File: src/core/i2c_status_pkg.sv
// shared constants and types for the two-wire status and address mask block
// Contract
// - at ack slot end, record whether the receiver acknowledged or not
// - start or repeated start sets begin flag; stop sets halt flag; latest wins
// - slave read address sets direction bit, write address clears it
// - direction bit changes only after the address byte is received
// - receive-full sets on receive load, clears when software reads receive data
// - transmit-full sets on software write, clears when the byte is shifted out
// - mask bit one makes address position don't-care, zero needs exact match
// - mask register has ten writable bits, upper six read zero
// - delay select one gives about 300 ns sda delay, zero about 150 ns
// - address masking applies only while management support mode is off
// - reserved addresses never match; general call only when enabled
package i2c_status_pkg;

  // ---------------------------------------------------------------
  // register port and map
  // ---------------------------------------------------------------
  localparam int ADDR_W = 3;
  localparam int DATA_W = 16;
  localparam logic [2:0] OFF_STAT = 3'h0;
  localparam logic [2:0] OFF_MSK = 3'h1;
  localparam logic [2:0] OFF_PAD = 3'h2;
  localparam logic [2:0] OFF_RCV = 3'h3;
  localparam logic [2:0] OFF_TRN = 3'h4;
  localparam logic [2:0] OFF_IRQ_STAT = 3'h5;
  localparam logic [2:0] OFF_IRQ_MASK = 3'h6;

  // ---------------------------------------------------------------
  // field positions and reset values
  // ---------------------------------------------------------------
  localparam int B_ACK = 15;
  localparam int B_TXACT = 14;
  localparam int B_BCOL = 10;
  localparam int B_GC = 9;
  localparam int B_TEN = 8;
  localparam int B_WCOL = 7;
  localparam int B_OVF = 6;
  localparam int B_DATA = 5;
  localparam int B_STOP = 4;
  localparam int B_START = 3;
  localparam int B_READ = 2;
  localparam int B_RXF = 1;
  localparam int B_TXF = 0;
  localparam int MSK_W = 10;
  localparam int B_SDA_DLY = 4;
  localparam logic [9:0] MSK_RST = 10'h000;
  localparam logic [5:0] IRQ_RST = 6'h00;
  localparam logic [7:0] BYTE_RST = 8'h00;

  // interrupt event bits
  localparam int EV_START = 0;
  localparam int EV_STOP = 1;
  localparam int EV_RX = 2;
  localparam int EV_TXDONE = 3;
  localparam int EV_ERR = 4;
  localparam int EV_MATCH = 5;
  localparam int EV_W = 6;

  // byte framing: eight data bits then the acknowledge slot
  localparam logic [3:0] CNT_ACK = 4'h8;
  localparam logic [3:0] CNT_END = 4'h9;

  // ---------------------------------------------------------------
  // timing
  // ---------------------------------------------------------------
  localparam int CLK_NS = 4;
  localparam int SDA_SHORT_NS = 150;
  localparam int SDA_LONG_NS = 300;
  localparam int SDA_SHORT_CYC = (SDA_SHORT_NS + CLK_NS - 1) / CLK_NS;
  localparam int SDA_LONG_CYC = (SDA_LONG_NS + CLK_NS - 1) / CLK_NS;

  // ---------------------------------------------------------------
  // types
  // ---------------------------------------------------------------
  typedef struct packed {
    logic mgmt_en;
    logic gc_en;
    logic ten_bit;
    logic [9:0] own_addr;
  } slave_cfg_t;

  typedef struct packed {
    logic match7;
    logic gc;
    logic hi10;
    logic lo10;
  } addr_hit_t;

  typedef enum logic [2:0] {
    S_IDLE, S_ADDR, S_ADDR2, S_RX, S_TX, S_SKIP
  } slave_state_t;

endpackage : i2c_status_pkg

File: src/core/sda_delay_line.sv
// selectable input delay for the incoming data line
`timescale 1ns/1ps
`default_nettype none
module sda_delay_line import i2c_status_pkg::*; #(
  parameter int SHORT_CYC = SDA_SHORT_CYC,
  parameter int LONG_CYC = SDA_LONG_CYC
) (
  // clock and reset
  input wire logic sys_clk,
  input wire logic nrst,
  // data in, select, data out
  input wire logic din,
  input wire logic long_sel,
  output logic dout_q
);

  logic [LONG_CYC-1:0] sh_q;

  // ---------------------------------------------------------------
  // tapped shift line, idles high like the bus
  // ---------------------------------------------------------------
  always_ff @(posedge sys_clk or negedge nrst) begin
    if (!nrst) begin
      sh_q <= '1;
      dout_q <= 1'b1;
    end else begin
      sh_q <= {sh_q[LONG_CYC-2:0], din};
      dout_q <= long_sel ? sh_q[LONG_CYC-1] : sh_q[SHORT_CYC-1];
    end
  end

  property p_short_delay;
    @(posedge sys_clk) disable iff (!nrst)
      $past(!long_sel) |-> dout_q == $past(din, SHORT_CYC + 1);
  endproperty
  a_short_delay: assert property (p_short_delay)
    else $error("short sda delay tap wrong");

  property p_long_delay;
    @(posedge sys_clk) disable iff (!nrst)
      $past(long_sel) |-> dout_q == $past(din, LONG_CYC + 1);
  endproperty
  a_long_delay: assert property (p_long_delay)
    else $error("long sda delay tap wrong");

endmodule : sda_delay_line
`default_nettype wire

File: src/core/addr_match.sv
// slave address compare with don't-care mask and reserved address guard
`timescale 1ns/1ps
`default_nettype none
module addr_match import i2c_status_pkg::*; (
  // received byte and settings
  input wire logic [7:0] rx_byte,
  input wire logic [MSK_W-1:0] mask,
  input wire slave_cfg_t cfg,
  // result
  output addr_hit_t hit
);

  logic [6:0] a7;
  logic reserved;
  logic [9:0] care;

  // management mode answers every legal address, so the mask is moot there
  assign care = cfg.mgmt_en ? 10'h000 : ~mask;
  assign a7 = rx_byte[7:1];
  // 0000xxx and 1111xxx are held back whatever the mask says
  assign reserved = (a7[6:3] == 4'h0) || (a7[6:3] == 4'hF);

  always_comb begin
    hit.gc = cfg.gc_en && (rx_byte == 8'h00);
    hit.match7 = !cfg.ten_bit && !reserved &&
                 (((a7 ^ cfg.own_addr[6:0]) & care[6:0]) == 7'h00);
    hit.hi10 = cfg.ten_bit && (a7[6:2] == 5'h1E) &&
               (((a7[1:0] ^ cfg.own_addr[9:8]) & care[9:8]) == 2'h0);
    hit.lo10 = ((rx_byte ^ cfg.own_addr[7:0]) & care[7:0]) == 8'h00;
  end

endmodule : addr_match
`default_nettype wire

File: src/core/i2c_status_top.sv
// two-wire slave status flags, address masking and sda delay select
//
// Strobed register access and the register addresses were decided locally.
`timescale 1ns/1ps
`default_nettype none
module i2c_status_top import i2c_status_pkg::*; #(
  parameter int SHORT_CYC = SDA_SHORT_CYC,
  parameter int LONG_CYC = SDA_LONG_CYC
) (
  // clock and reset
  input wire logic sys_clk,
  input wire logic nrst,
  // register port
  input wire logic [ADDR_W-1:0] reg_addr,
  input wire logic [DATA_W-1:0] reg_wdata,
  input wire logic reg_wr,
  input wire logic reg_rd,
  output logic [DATA_W-1:0] reg_rdata_q,
  // settings and events from the control part of the module
  input wire slave_cfg_t cfg,
  input wire logic bus_collision_evt,
  // bus pins
  input wire logic scl_in,
  input wire logic sda_in,
  output logic sda_out_q,
  output logic sda_oe_q,
  // interrupt
  output logic irq_q
);

  // ---------------------------------------------------------------
  // pin synchronisers
  // ---------------------------------------------------------------
  logic scl_s1_q, scl_s2_q, scl_s3_q;
  logic sda_s1_q, sda_s2_q, sda_prev_q;
  logic sda_dly;
  logic pad_delay_q;

  // first stage only feeds the second; the bus idles high
  always_ff @(posedge sys_clk or negedge nrst) begin
    if (!nrst) begin
      scl_s1_q <= 1'b1;
      scl_s2_q <= 1'b1;
      scl_s3_q <= 1'b1;
      sda_s1_q <= 1'b1;
      sda_s2_q <= 1'b1;
      sda_prev_q <= 1'b1;
    end else begin
      scl_s1_q <= scl_in;
      scl_s2_q <= scl_s1_q;
      scl_s3_q <= scl_s2_q;
      sda_s1_q <= sda_in;
      sda_s2_q <= sda_s1_q;
      sda_prev_q <= sda_dly;
    end
  end

  // delayed sda only judges start and stop, so late data edges after a
  // falling scl are never mistaken for a bus condition
  sda_delay_line #(.SHORT_CYC(SHORT_CYC), .LONG_CYC(LONG_CYC)) u_dly (
    .sys_clk(sys_clk),
    .nrst(nrst),
    .din(sda_s2_q),
    .long_sel(pad_delay_q),
    .dout_q(sda_dly)
  );

  logic scl_rise, scl_fall, start_det, stop_det;
  assign scl_rise = scl_s2_q && !scl_s3_q;
  assign scl_fall = !scl_s2_q && scl_s3_q;
  assign start_det = scl_s2_q && scl_s3_q && sda_prev_q && !sda_dly;
  assign stop_det = scl_s2_q && scl_s3_q && !sda_prev_q && sda_dly;

  // ---------------------------------------------------------------
  // byte engine
  // ---------------------------------------------------------------
  slave_state_t state_q, state_d;
  logic [3:0] cnt_q;
  logic [7:0] sh_q, tx_sh_q, rcv_q, trn_q;
  logic ack_bit_q, txf_q, rxf_q, tx_act_q, ten_q;
  logic [MSK_W-1:0] mask_q;
  addr_hit_t hit;
  logic byte_done, ack_end, accept, is_addr, wr_trn, rd_rcv, busy;

  addr_match u_match (
    .rx_byte(sh_q),
    .mask(mask_q),
    .cfg(cfg),
    .hit(hit)
  );

  assign byte_done = scl_fall && (cnt_q == CNT_ACK);
  assign ack_end = scl_fall && (cnt_q == CNT_END);
  assign is_addr = (state_q == S_ADDR) || (state_q == S_ADDR2);
  assign wr_trn = reg_wr && (reg_addr == OFF_TRN);
  assign rd_rcv = reg_rd && (reg_addr == OFF_RCV);
  assign busy = txf_q || tx_act_q;

  // next state decided when the ack slot opens or closes
  always_comb begin
    state_d = state_q;
    accept = 1'b0;
    if (byte_done) begin
      case (state_q)
        S_ADDR: begin
          if (hit.gc || hit.match7) begin
            accept = 1'b1;
            state_d = sh_q[0] ? S_TX : S_RX;
          end else if (hit.hi10 && !sh_q[0]) begin
            accept = 1'b1;
            state_d = S_ADDR2;
          end else if (hit.hi10 && ten_q) begin
            accept = 1'b1;
            state_d = S_TX;
          end else begin
            state_d = S_SKIP;
          end
        end
        S_ADDR2: begin
          accept = hit.lo10;
          state_d = hit.lo10 ? S_RX : S_SKIP;
        end
        S_RX: begin
          // a full receive register refuses the byte with a not-acknowledge
          accept = !rxf_q;
          state_d = rxf_q ? S_SKIP : S_RX;
        end
        default: state_d = state_q;
      endcase
    end else if (ack_end && (state_q == S_TX) && ack_bit_q) begin
      state_d = S_SKIP;
    end
  end

  // state follows bus conditions first, then byte decisions
  always_ff @(posedge sys_clk or negedge nrst) begin
    if (!nrst) begin
      state_q <= S_IDLE;
    end else if (start_det) begin
      state_q <= S_ADDR;
    end else if (stop_det) begin
      state_q <= S_IDLE;
    end else begin
      state_q <= state_d;
    end
  end

  // bit counter, receive shifter and ack sample
  always_ff @(posedge sys_clk or negedge nrst) begin
    if (!nrst) begin
      cnt_q <= 4'h0;
      sh_q <= BYTE_RST;
      ack_bit_q <= 1'b1;
    end else if (start_det || stop_det) begin
      cnt_q <= 4'h0;
    end else if (state_q != S_IDLE) begin
      if (scl_rise && cnt_q < CNT_ACK) begin
        sh_q <= {sh_q[6:0], sda_s2_q};
        cnt_q <= cnt_q + 4'h1;
      end else if (scl_rise && cnt_q == CNT_ACK) begin
        ack_bit_q <= sda_s2_q;
        cnt_q <= CNT_END;
      end else if (ack_end) begin
        cnt_q <= 4'h0;
      end
    end
  end

  // data line drive: our ack, then transmit bits msb first
  always_ff @(posedge sys_clk or negedge nrst) begin
    if (!nrst) begin
      sda_oe_q <= 1'b0;
      tx_sh_q <= BYTE_RST;
      tx_act_q <= 1'b0;
    end else if (start_det || stop_det) begin
      sda_oe_q <= 1'b0;
      tx_act_q <= 1'b0;
    end else if (byte_done) begin
      sda_oe_q <= accept;
      tx_act_q <= 1'b0;
    end else if (ack_end && state_q == S_TX && !ack_bit_q) begin
      // an acknowledge in the slot starts the next transmit byte from trn_q, msb first
      sda_oe_q <= !trn_q[7];
      tx_sh_q <= {trn_q[6:0], 1'b0};
      tx_act_q <= 1'b1;
    end else if (ack_end) begin
      sda_oe_q <= 1'b0;
    end else if (scl_fall && state_q == S_TX && cnt_q < CNT_ACK) begin
      sda_oe_q <= !tx_sh_q[7];
      tx_sh_q <= {tx_sh_q[6:0], 1'b0};
    end
  end

  // open drain: only ever pulls low
  always_ff @(posedge sys_clk or negedge nrst) begin
    if (!nrst) begin
      sda_out_q <= 1'b0;
    end else begin
      sda_out_q <= 1'b0;
    end
  end

  // ---------------------------------------------------------------
  // status flags
  // ---------------------------------------------------------------
  logic ack_rcv_q, bcol_q, gc_q, wcol_q, ovf_q, data_q;
  logic stop_q, start_q, read_q;
  logic rx_load, ovf_set, wcol_set, stat_wr;
  assign rx_load = byte_done && state_q == S_RX && !rxf_q;
  assign ovf_set = byte_done && state_q == S_RX && rxf_q;
  assign wcol_set = wr_trn && busy;
  assign stat_wr = reg_wr && (reg_addr == OFF_STAT);

  // bus condition and transfer bookkeeping
  always_ff @(posedge sys_clk or negedge nrst) begin
    if (!nrst) begin
      ack_rcv_q <= 1'b0;
      start_q <= 1'b0;
      stop_q <= 1'b0;
      read_q <= 1'b0;
      data_q <= 1'b0;
      gc_q <= 1'b0;
      ten_q <= 1'b0;
    end else begin
      if (ack_end) ack_rcv_q <= ack_bit_q;
      if (start_det) begin
        start_q <= 1'b1;
        stop_q <= 1'b0;
      end else if (stop_det) begin
        stop_q <= 1'b1;
        start_q <= 1'b0;
        gc_q <= 1'b0;
        ten_q <= 1'b0;
      end else if (stat_wr) begin
        if (!reg_wdata[B_START]) start_q <= 1'b0;
        if (!reg_wdata[B_STOP]) stop_q <= 1'b0;
      end
      // direction only moves once the address byte is in
      if (accept && is_addr) begin
        // a ten-bit low byte carries address bits, never a direction
        read_q <= (state_q == S_ADDR) && sh_q[0];
        data_q <= 1'b0;
      end else if (rx_load) begin
        data_q <= 1'b1;
      end
      if (accept && state_q == S_ADDR && hit.gc) gc_q <= 1'b1;
      if (accept && state_q == S_ADDR2) ten_q <= 1'b1;
    end
  end

  // error flags: hardware set wins over a clearing write of zero
  always_ff @(posedge sys_clk or negedge nrst) begin
    if (!nrst) begin
      wcol_q <= 1'b0;
      ovf_q <= 1'b0;
      bcol_q <= 1'b0;
    end else begin
      if (wcol_set) wcol_q <= 1'b1;
      else if (stat_wr && !reg_wdata[B_WCOL]) wcol_q <= 1'b0;
      if (ovf_set) ovf_q <= 1'b1;
      else if (stat_wr && !reg_wdata[B_OVF]) ovf_q <= 1'b0;
      if (bus_collision_evt) bcol_q <= 1'b1;
      else if (stat_wr && !reg_wdata[B_BCOL]) bcol_q <= 1'b0;
    end
  end

  // buffer full flags and data registers
  always_ff @(posedge sys_clk or negedge nrst) begin
    if (!nrst) begin
      rxf_q <= 1'b0;
      txf_q <= 1'b0;
      rcv_q <= BYTE_RST;
      trn_q <= BYTE_RST;
    end else begin
      if (rx_load) begin
        rcv_q <= sh_q;
        rxf_q <= 1'b1;
      end else if (rd_rcv) begin
        rxf_q <= 1'b0;
      end
      if (wr_trn && !busy) begin
        trn_q <= reg_wdata[7:0];
        txf_q <= 1'b1;
      end else if (byte_done && state_q == S_TX) begin
        txf_q <= 1'b0;
      end
    end
  end

  // ---------------------------------------------------------------
  // software registers and interrupt
  // ---------------------------------------------------------------
  logic [EV_W-1:0] irq_stat_q, irq_mask_q, ev;
  logic [DATA_W-1:0] stat_word;
  assign ev[EV_START] = start_det;
  assign ev[EV_STOP] = stop_det;
  assign ev[EV_RX] = rx_load;
  assign ev[EV_TXDONE] = byte_done && state_q == S_TX;
  assign ev[EV_ERR] = ovf_set || wcol_set || bus_collision_evt;
  assign ev[EV_MATCH] = accept && is_addr;

  always_comb begin
    stat_word = '0;
    stat_word[B_ACK] = ack_rcv_q;
    stat_word[B_TXACT] = tx_act_q;
    stat_word[B_BCOL] = bcol_q;
    stat_word[B_GC] = gc_q;
    stat_word[B_TEN] = ten_q;
    stat_word[B_WCOL] = wcol_q;
    stat_word[B_OVF] = ovf_q;
    stat_word[B_DATA] = data_q;
    stat_word[B_STOP] = stop_q;
    stat_word[B_START] = start_q;
    stat_word[B_READ] = read_q;
    stat_word[B_RXF] = rxf_q;
    stat_word[B_TXF] = txf_q;
  end

  // writable settings; only ten mask bits exist
  always_ff @(posedge sys_clk or negedge nrst) begin
    if (!nrst) begin
      mask_q <= MSK_RST;
      pad_delay_q <= 1'b0;
      irq_mask_q <= IRQ_RST;
    end else if (reg_wr) begin
      if (reg_addr == OFF_MSK) mask_q <= reg_wdata[MSK_W-1:0];
      else if (reg_addr == OFF_PAD) pad_delay_q <= reg_wdata[B_SDA_DLY];
      else if (reg_addr == OFF_IRQ_MASK) irq_mask_q <= reg_wdata[EV_W-1:0];
    end
  end

  // sticky events, write one to clear, a new event wins
  always_ff @(posedge sys_clk or negedge nrst) begin
    if (!nrst) begin
      irq_stat_q <= IRQ_RST;
      irq_q <= 1'b0;
    end else begin
      if (reg_wr && reg_addr == OFF_IRQ_STAT)
        irq_stat_q <= (irq_stat_q & ~reg_wdata[EV_W-1:0]) | ev;
      else
        irq_stat_q <= irq_stat_q | ev;
      irq_q <= |(irq_stat_q & irq_mask_q);
    end
  end

  // read data stands one cycle after the strobe; unmapped reads zero
  always_ff @(posedge sys_clk or negedge nrst) begin
    if (!nrst) begin
      reg_rdata_q <= '0;
    end else if (reg_rd) begin
      if (reg_addr == OFF_STAT) reg_rdata_q <= stat_word;
      else if (reg_addr == OFF_MSK) reg_rdata_q <= {6'h00, mask_q};
      else if (reg_addr == OFF_PAD)
        reg_rdata_q <= {11'h000, pad_delay_q, 4'h0};
      else if (reg_addr == OFF_RCV) reg_rdata_q <= {8'h00, rcv_q};
      else if (reg_addr == OFF_TRN) reg_rdata_q <= {8'h00, trn_q};
      else if (reg_addr == OFF_IRQ_STAT) reg_rdata_q <= {10'h000, irq_stat_q};
      else if (reg_addr == OFF_IRQ_MASK) reg_rdata_q <= {10'h000, irq_mask_q};
      else reg_rdata_q <= '0;
    end else begin
      reg_rdata_q <= '0;
    end
  end

  // ---------------------------------------------------------------
  // checks
  // ---------------------------------------------------------------
  property p_ack_rec;
    @(posedge sys_clk) disable iff (!nrst)
      ack_end |=> ack_rcv_q == $past(ack_bit_q);
  endproperty
  a_ack_rec: assert property (p_ack_rec)
    else $error("ack status not updated at ack slot end");

  property p_start_flag;
    @(posedge sys_clk) disable iff (!nrst)
      start_det |=> start_q && !stop_q;
  endproperty
  a_start_flag: assert property (p_start_flag)
    else $error("start did not leave only begin flag set");

  property p_stop_flag;
    @(posedge sys_clk) disable iff (!nrst)
      stop_det && !start_det |=> stop_q && !start_q && !gc_q;
  endproperty
  a_stop_flag: assert property (p_stop_flag)
    else $error("stop did not leave only halt flag set");

  property p_dir;
    @(posedge sys_clk) disable iff (!nrst)
      byte_done && state_q == S_ADDR && hit.match7 |=>
        read_q == $past(sh_q[0]) ##1 (sh_q[0] ? state_q == S_TX : 1'b1);
  endproperty
  a_dir: assert property (p_dir)
    else $error("direction bit does not follow address byte");

  property p_dir_hold;
    @(posedge sys_clk) disable iff (!nrst)
      !(byte_done && is_addr) |=> $stable(read_q);
  endproperty
  a_dir_hold: assert property (p_dir_hold)
    else $error("direction bit moved outside address byte end");

  property p_rxf;
    @(posedge sys_clk) disable iff (!nrst)
      rx_load |=> rxf_q && rcv_q == $past(sh_q);
  endproperty
  a_rxf: assert property (p_rxf)
    else $error("receive full not set with received byte");

  property p_rxf_clr;
    @(posedge sys_clk) disable iff (!nrst)
      rd_rcv && !rx_load |=> !rxf_q;
  endproperty
  a_rxf_clr: assert property (p_rxf_clr)
    else $error("receive full not cleared by read");

  property p_txf;
    @(posedge sys_clk) disable iff (!nrst)
      wr_trn && !busy |=> txf_q && trn_q == $past(reg_wdata[7:0]);
  endproperty
  a_txf: assert property (p_txf)
    else $error("transmit full not set by write");

  property p_mask_read;
    @(posedge sys_clk) disable iff (!nrst)
      reg_rd && reg_addr == OFF_MSK |=> reg_rdata_q[15:10] == 6'h00;
  endproperty
  a_mask_read: assert property (p_mask_read)
    else $error("unimplemented mask bits read nonzero");

  property p_reserved;
    @(posedge sys_clk) disable iff (!nrst)
      byte_done && state_q == S_ADDR && sh_q[7:4] == 4'hF && sh_q[3]
        && !start_det && !stop_det |=> state_q == S_SKIP;
  endproperty
  a_reserved: assert property (p_reserved)
    else $error("reserved address was accepted");

  property p_errors;
    @(posedge sys_clk) disable iff (!nrst)
      ovf_set || wcol_set |=> (ovf_q || wcol_q) ##1 (ovf_q || wcol_q);
  endproperty
  a_errors: assert property (p_errors)
    else $error("error flag not held after event");

endmodule : i2c_status_top
`default_nettype wire

File: config.mk
export PLATFORM = sky130hd
export DESIGN_NAME = i2c_status_top
export DESIGN_NICKNAME = d
export VERILOG_FILES = /design/src/core/i2c_status_pkg.sv /design/src/core/sda_delay_line.sv /design/src/core/addr_match.sv /design/src/core/i2c_status_top.sv
export SDC_FILE = /design/constraint.sdc
export NUM_CORES = 1
export LEC_CHECK = 0
export ABC_CLOCK_PERIOD_IN_PS = 4100
export BUFFER_PORTS_ARGS = -buffer_cell sky130_fd_sc_hd__buf_2
export CORE_AREA = 2 2 126 128
export DETAILED_ROUTE_END_ITERATION = 7
export DIE_AREA = 0 0 128 130
export PLACE_DENSITY = 0.68
export RECOVER_POWER = 100
export REMOVE_ABC_BUFFERS = 1
export SLEW_MARGIN = 20
export SYNTH_ARGS = -nofsm -noshare
export SYNTH_HDL_FRONTEND = slang
export SYNTH_HIERARCHICAL = 1
export SYNTH_SLANG_ARGS = --single-unit
File: constraint.sdc
create_clock -name sys_clk -period 4.1 [get_ports sys_clk]
set_clock_uncertainty 0.2 [all_clocks]
set_input_delay 0.82 -clock sys_clk [delete_from_list [all_inputs] [get_ports sys_clk]]
set_output_delay 0.82 -clock sys_clk [all_outputs]
set_load 0.02 [all_outputs]
==> metrics.yaml <==
final_area_um2: 7600
synthAdderAreaFrac_pct: 0.558
io_pins: 58
leakagePower_uw: 0.00325
setup_viol: 0
cp_cell_sequence: "inv_1 -> ha_1 -> and3b_1 -> nand2_1 -> nor3_1 -> and2_0 -> mux2_2"
fmax_ghz: 0.339
wl_per_cell_um: 18.2
grt_pass1_wl_um: 22100
internal_power_uw: 2820
synth_top_family_by_area: "multiplexers"
place_hpwl_um: 9380
htreeDepth: 4
crit_fanout: 11
vdd_drop_max_mv: 0.324
tightest_slew_ps: 2320
core_area_um2: 15400
rsz0062_at_grt: "false"
ctsHoldBuffers: 0
maxSlewViolCount: 95
final_core_util_pct: 49.3
placed_area_um2: 7140
hold_path.class: "reg2reg"
die_h_um: 130
drv_cap: 1
synth.avg_cell_area_um2: 13.3
cp-end-kind: "flop"
violations: "capacitance limit, slew limit"
post_cts_buffers: 0
syn_inst: 505
total_power_uw: 3880
sequentialPowerShare_pct: 51.3
synth-seq-area-share_pct: 65.6
n_antenna_cell: 0
placementRows: 46
yosysMostFrequentCell: "dfrtp_1"
grtUsageTotal_pct: 17.6
worstPathArrival_ps: 3060
io_buffers: 48
power_frac_clock_pct: 37.9
cts_tree: "built"
antenna_found_initial: 0
cp_slowest_cell: "and2_0"
slew_headroom_pct: -54.6
synth_top_area_share_pct: 33.1
status: "finished, violations left"
critPathLaunchType: "flop"
cp_num_buf_inv: 1
wl_met3_um: 697
cts_resized: 0
cp_slowest_stage_delay_ps: 600
synth_edf_count: 0
drt-initial-drc-count: 450
cts-root-buf: "clkbuf_16"
p_sw_share_pct: 27.3
yosysWarnings: 6
synth.mux.area_fraction_pct: 10.0
overflow: 0
wl_met1_um: 6710
clk_path_buf_depth: 2
dieArea_um2: 16600
synth_compound_area_share_pct: 9.94
ant_nets: 0
synth-xor-area-share_pct: 2.34
synth-simple-area-share_pct: 9.40
die_x_um: 128
setup_tns_ps: 0
via_per_inst: 5.49
drive_gt1_share_pct: 32.3
clk_pin_slew_ps: 70
finalCritPeriodShare_pct: 72.0
crit_type: "reg2reg"
gp_congestion: 0.882
wl_met2_um: 6200
nets: 601
place_ws_ps: 1170
r2r_slack_ps: 1150
grt_pass1_vias: 4058
clock_latency_ps: 430
wirelength_um: 13900
p_comb_share_pct: 10.9
dr_total_vias: 4191
area_growth_pct: 13.1
yosys.area.top_type: "dfrtp_1"
synth_area_um2: 6720
critPathTopFamily: "simple AND/OR/NAND/NOR gates"
synth_seq_cells: 172
cts_sinks: 172
period_needed_ps: 2950
layout_setup_ws_ps: 1150
cts_buffers: 17
postSynth.asyncResetShare_pct: 100
ys_top_cells_by_area: "dfrtp_1 33%, dfstp_2 32%, mux2_2 7.2%, xnor2_1 2.3%, mux2i_1 2.1%"
p_switching_uw: 1060
drc_errors: 0
cp.required_ps: 4210
highest_layer: "met4"
initial_core_util_pct: 43.6
synth-main-ff-cell: "dfrtp_1"
finalHoldViolations: 0
drtPass1Iterations: 5
ys_top_cells_by_count: "89 x dfrtp_1, 83 x dfstp_2, 43 x mux2_2"
grt_max_degree: 96
synth_cell_types: 61
p_per_area_nw_per_um2: 510
[kinds of logic after synthesis]
family | count (synthesis)
XOR/XNOR | 18
AND/OR/NAND/NOR | 122
other | 1
buffers and inverters | 28
AO/OA/AOI/OAI | 100
adder cells (fa/ha/maj) | 3
multiplexers | 61
flip-flops | 172
[routing by layer]
metal  vias to the layer above  track usage (%)
li1                       1900                -
met1                      2135             26.1
met2                       137             25.6
met3                        19             3.40
met4                         0             7.50
met5                         -                0
[registers in the layout, indices dropped and copies added, names as in the netlist, 3 cells and up]
signal / cells
mask_q: 10
tx_sh_q: 7
sh_q: 8
rcv_q: 8
irq_mask_q: 6
reg_rdata_q: 13
state_q: 3
cnt_q: 4
irq_stat_q: 6
u_dly/sh_q: 75
trn_q: 8
[power by group through the flow]
stage | clock [µW] | sequential (µW) | combinational (µW)
after floorplan | 0 | 1990 | 269
after global placement | 0 | 2010 | 415
after detailed placement | 0 | 2010 | 433
after CTS | 1500 | 1990 | 436
after global routing | 1570 | 2010 | 468
final | 1470 | 1990 | 422
[final cells by class]
class,count,area (µm²)
Multi-Input combinational cell,308,2140
Inverter,10,37.5
Tap cell,192,240
Timing Repair Buffer,50,243
Sequential cell,172,4410
Fill cell,1375,7820
Clock buffer,18,429
Clock inverter,14,106
[worst register-to-register path: cells and delay by family (launching register included)]
kind / cells / cell delay [ps]
adder cells (fa/ha/maj): 1 / 160
buffers and inverters: 1 / 90
flip-flops: 1 / 450
multiplexers: 1 / 410
AND/OR/NAND/NOR: 4 / 1530
[through the flow]
stage          hold WS (ps)  std cells
2_1_floorplan           145        490
3_3_place_gp            146        732
3_5_place_dp            147        732
4_1_cts                 154        764
5_1_grt                 160        764
6_report                151        764
[final timing paths]
| check | start | cells after the start | to |
|---|---|---|---|
| worst max-delay path | cnt_q[0] | 7 | rcv_q[2] |
| worst min-delay path | u_dly/sh_q[33] | 0 | u_dly/sh_q[34] |
| worst max register to register | cnt_q[0] | 7 | rcv_q[2] |
| worst min register to register | u_dly/sh_q[33] | 0 | u_dly/sh_q[34] |
| max in group asynchronous | nrst | 1 | rcv_q[3] |
| min in group asynchronous | nrst | 1 | reg_rdata_q[2] |
[cell usage in the layout, fill, tap and decap left out, drive strengths merged, types with 3 or more instances in the layout]
cell     n
a21oi   20
nand2b   4
a22o     3
a22oi    9
buf     31
o21a     4
clkbuf  37
o22ai    9
dfstp   83
clkinv   5
a211oi   7
nor4     4
nand3    9
conb     4
dfrtp   89
inv     19
nor2    37
ha       3
o21ai   25
nand2   27
mux2i   14
a21boi   4
nor3    12
a21o     4
and4     4
nor2b    7
mux2    47
and3     4
xnor2   18
Power figures use the tool's default switching activity.
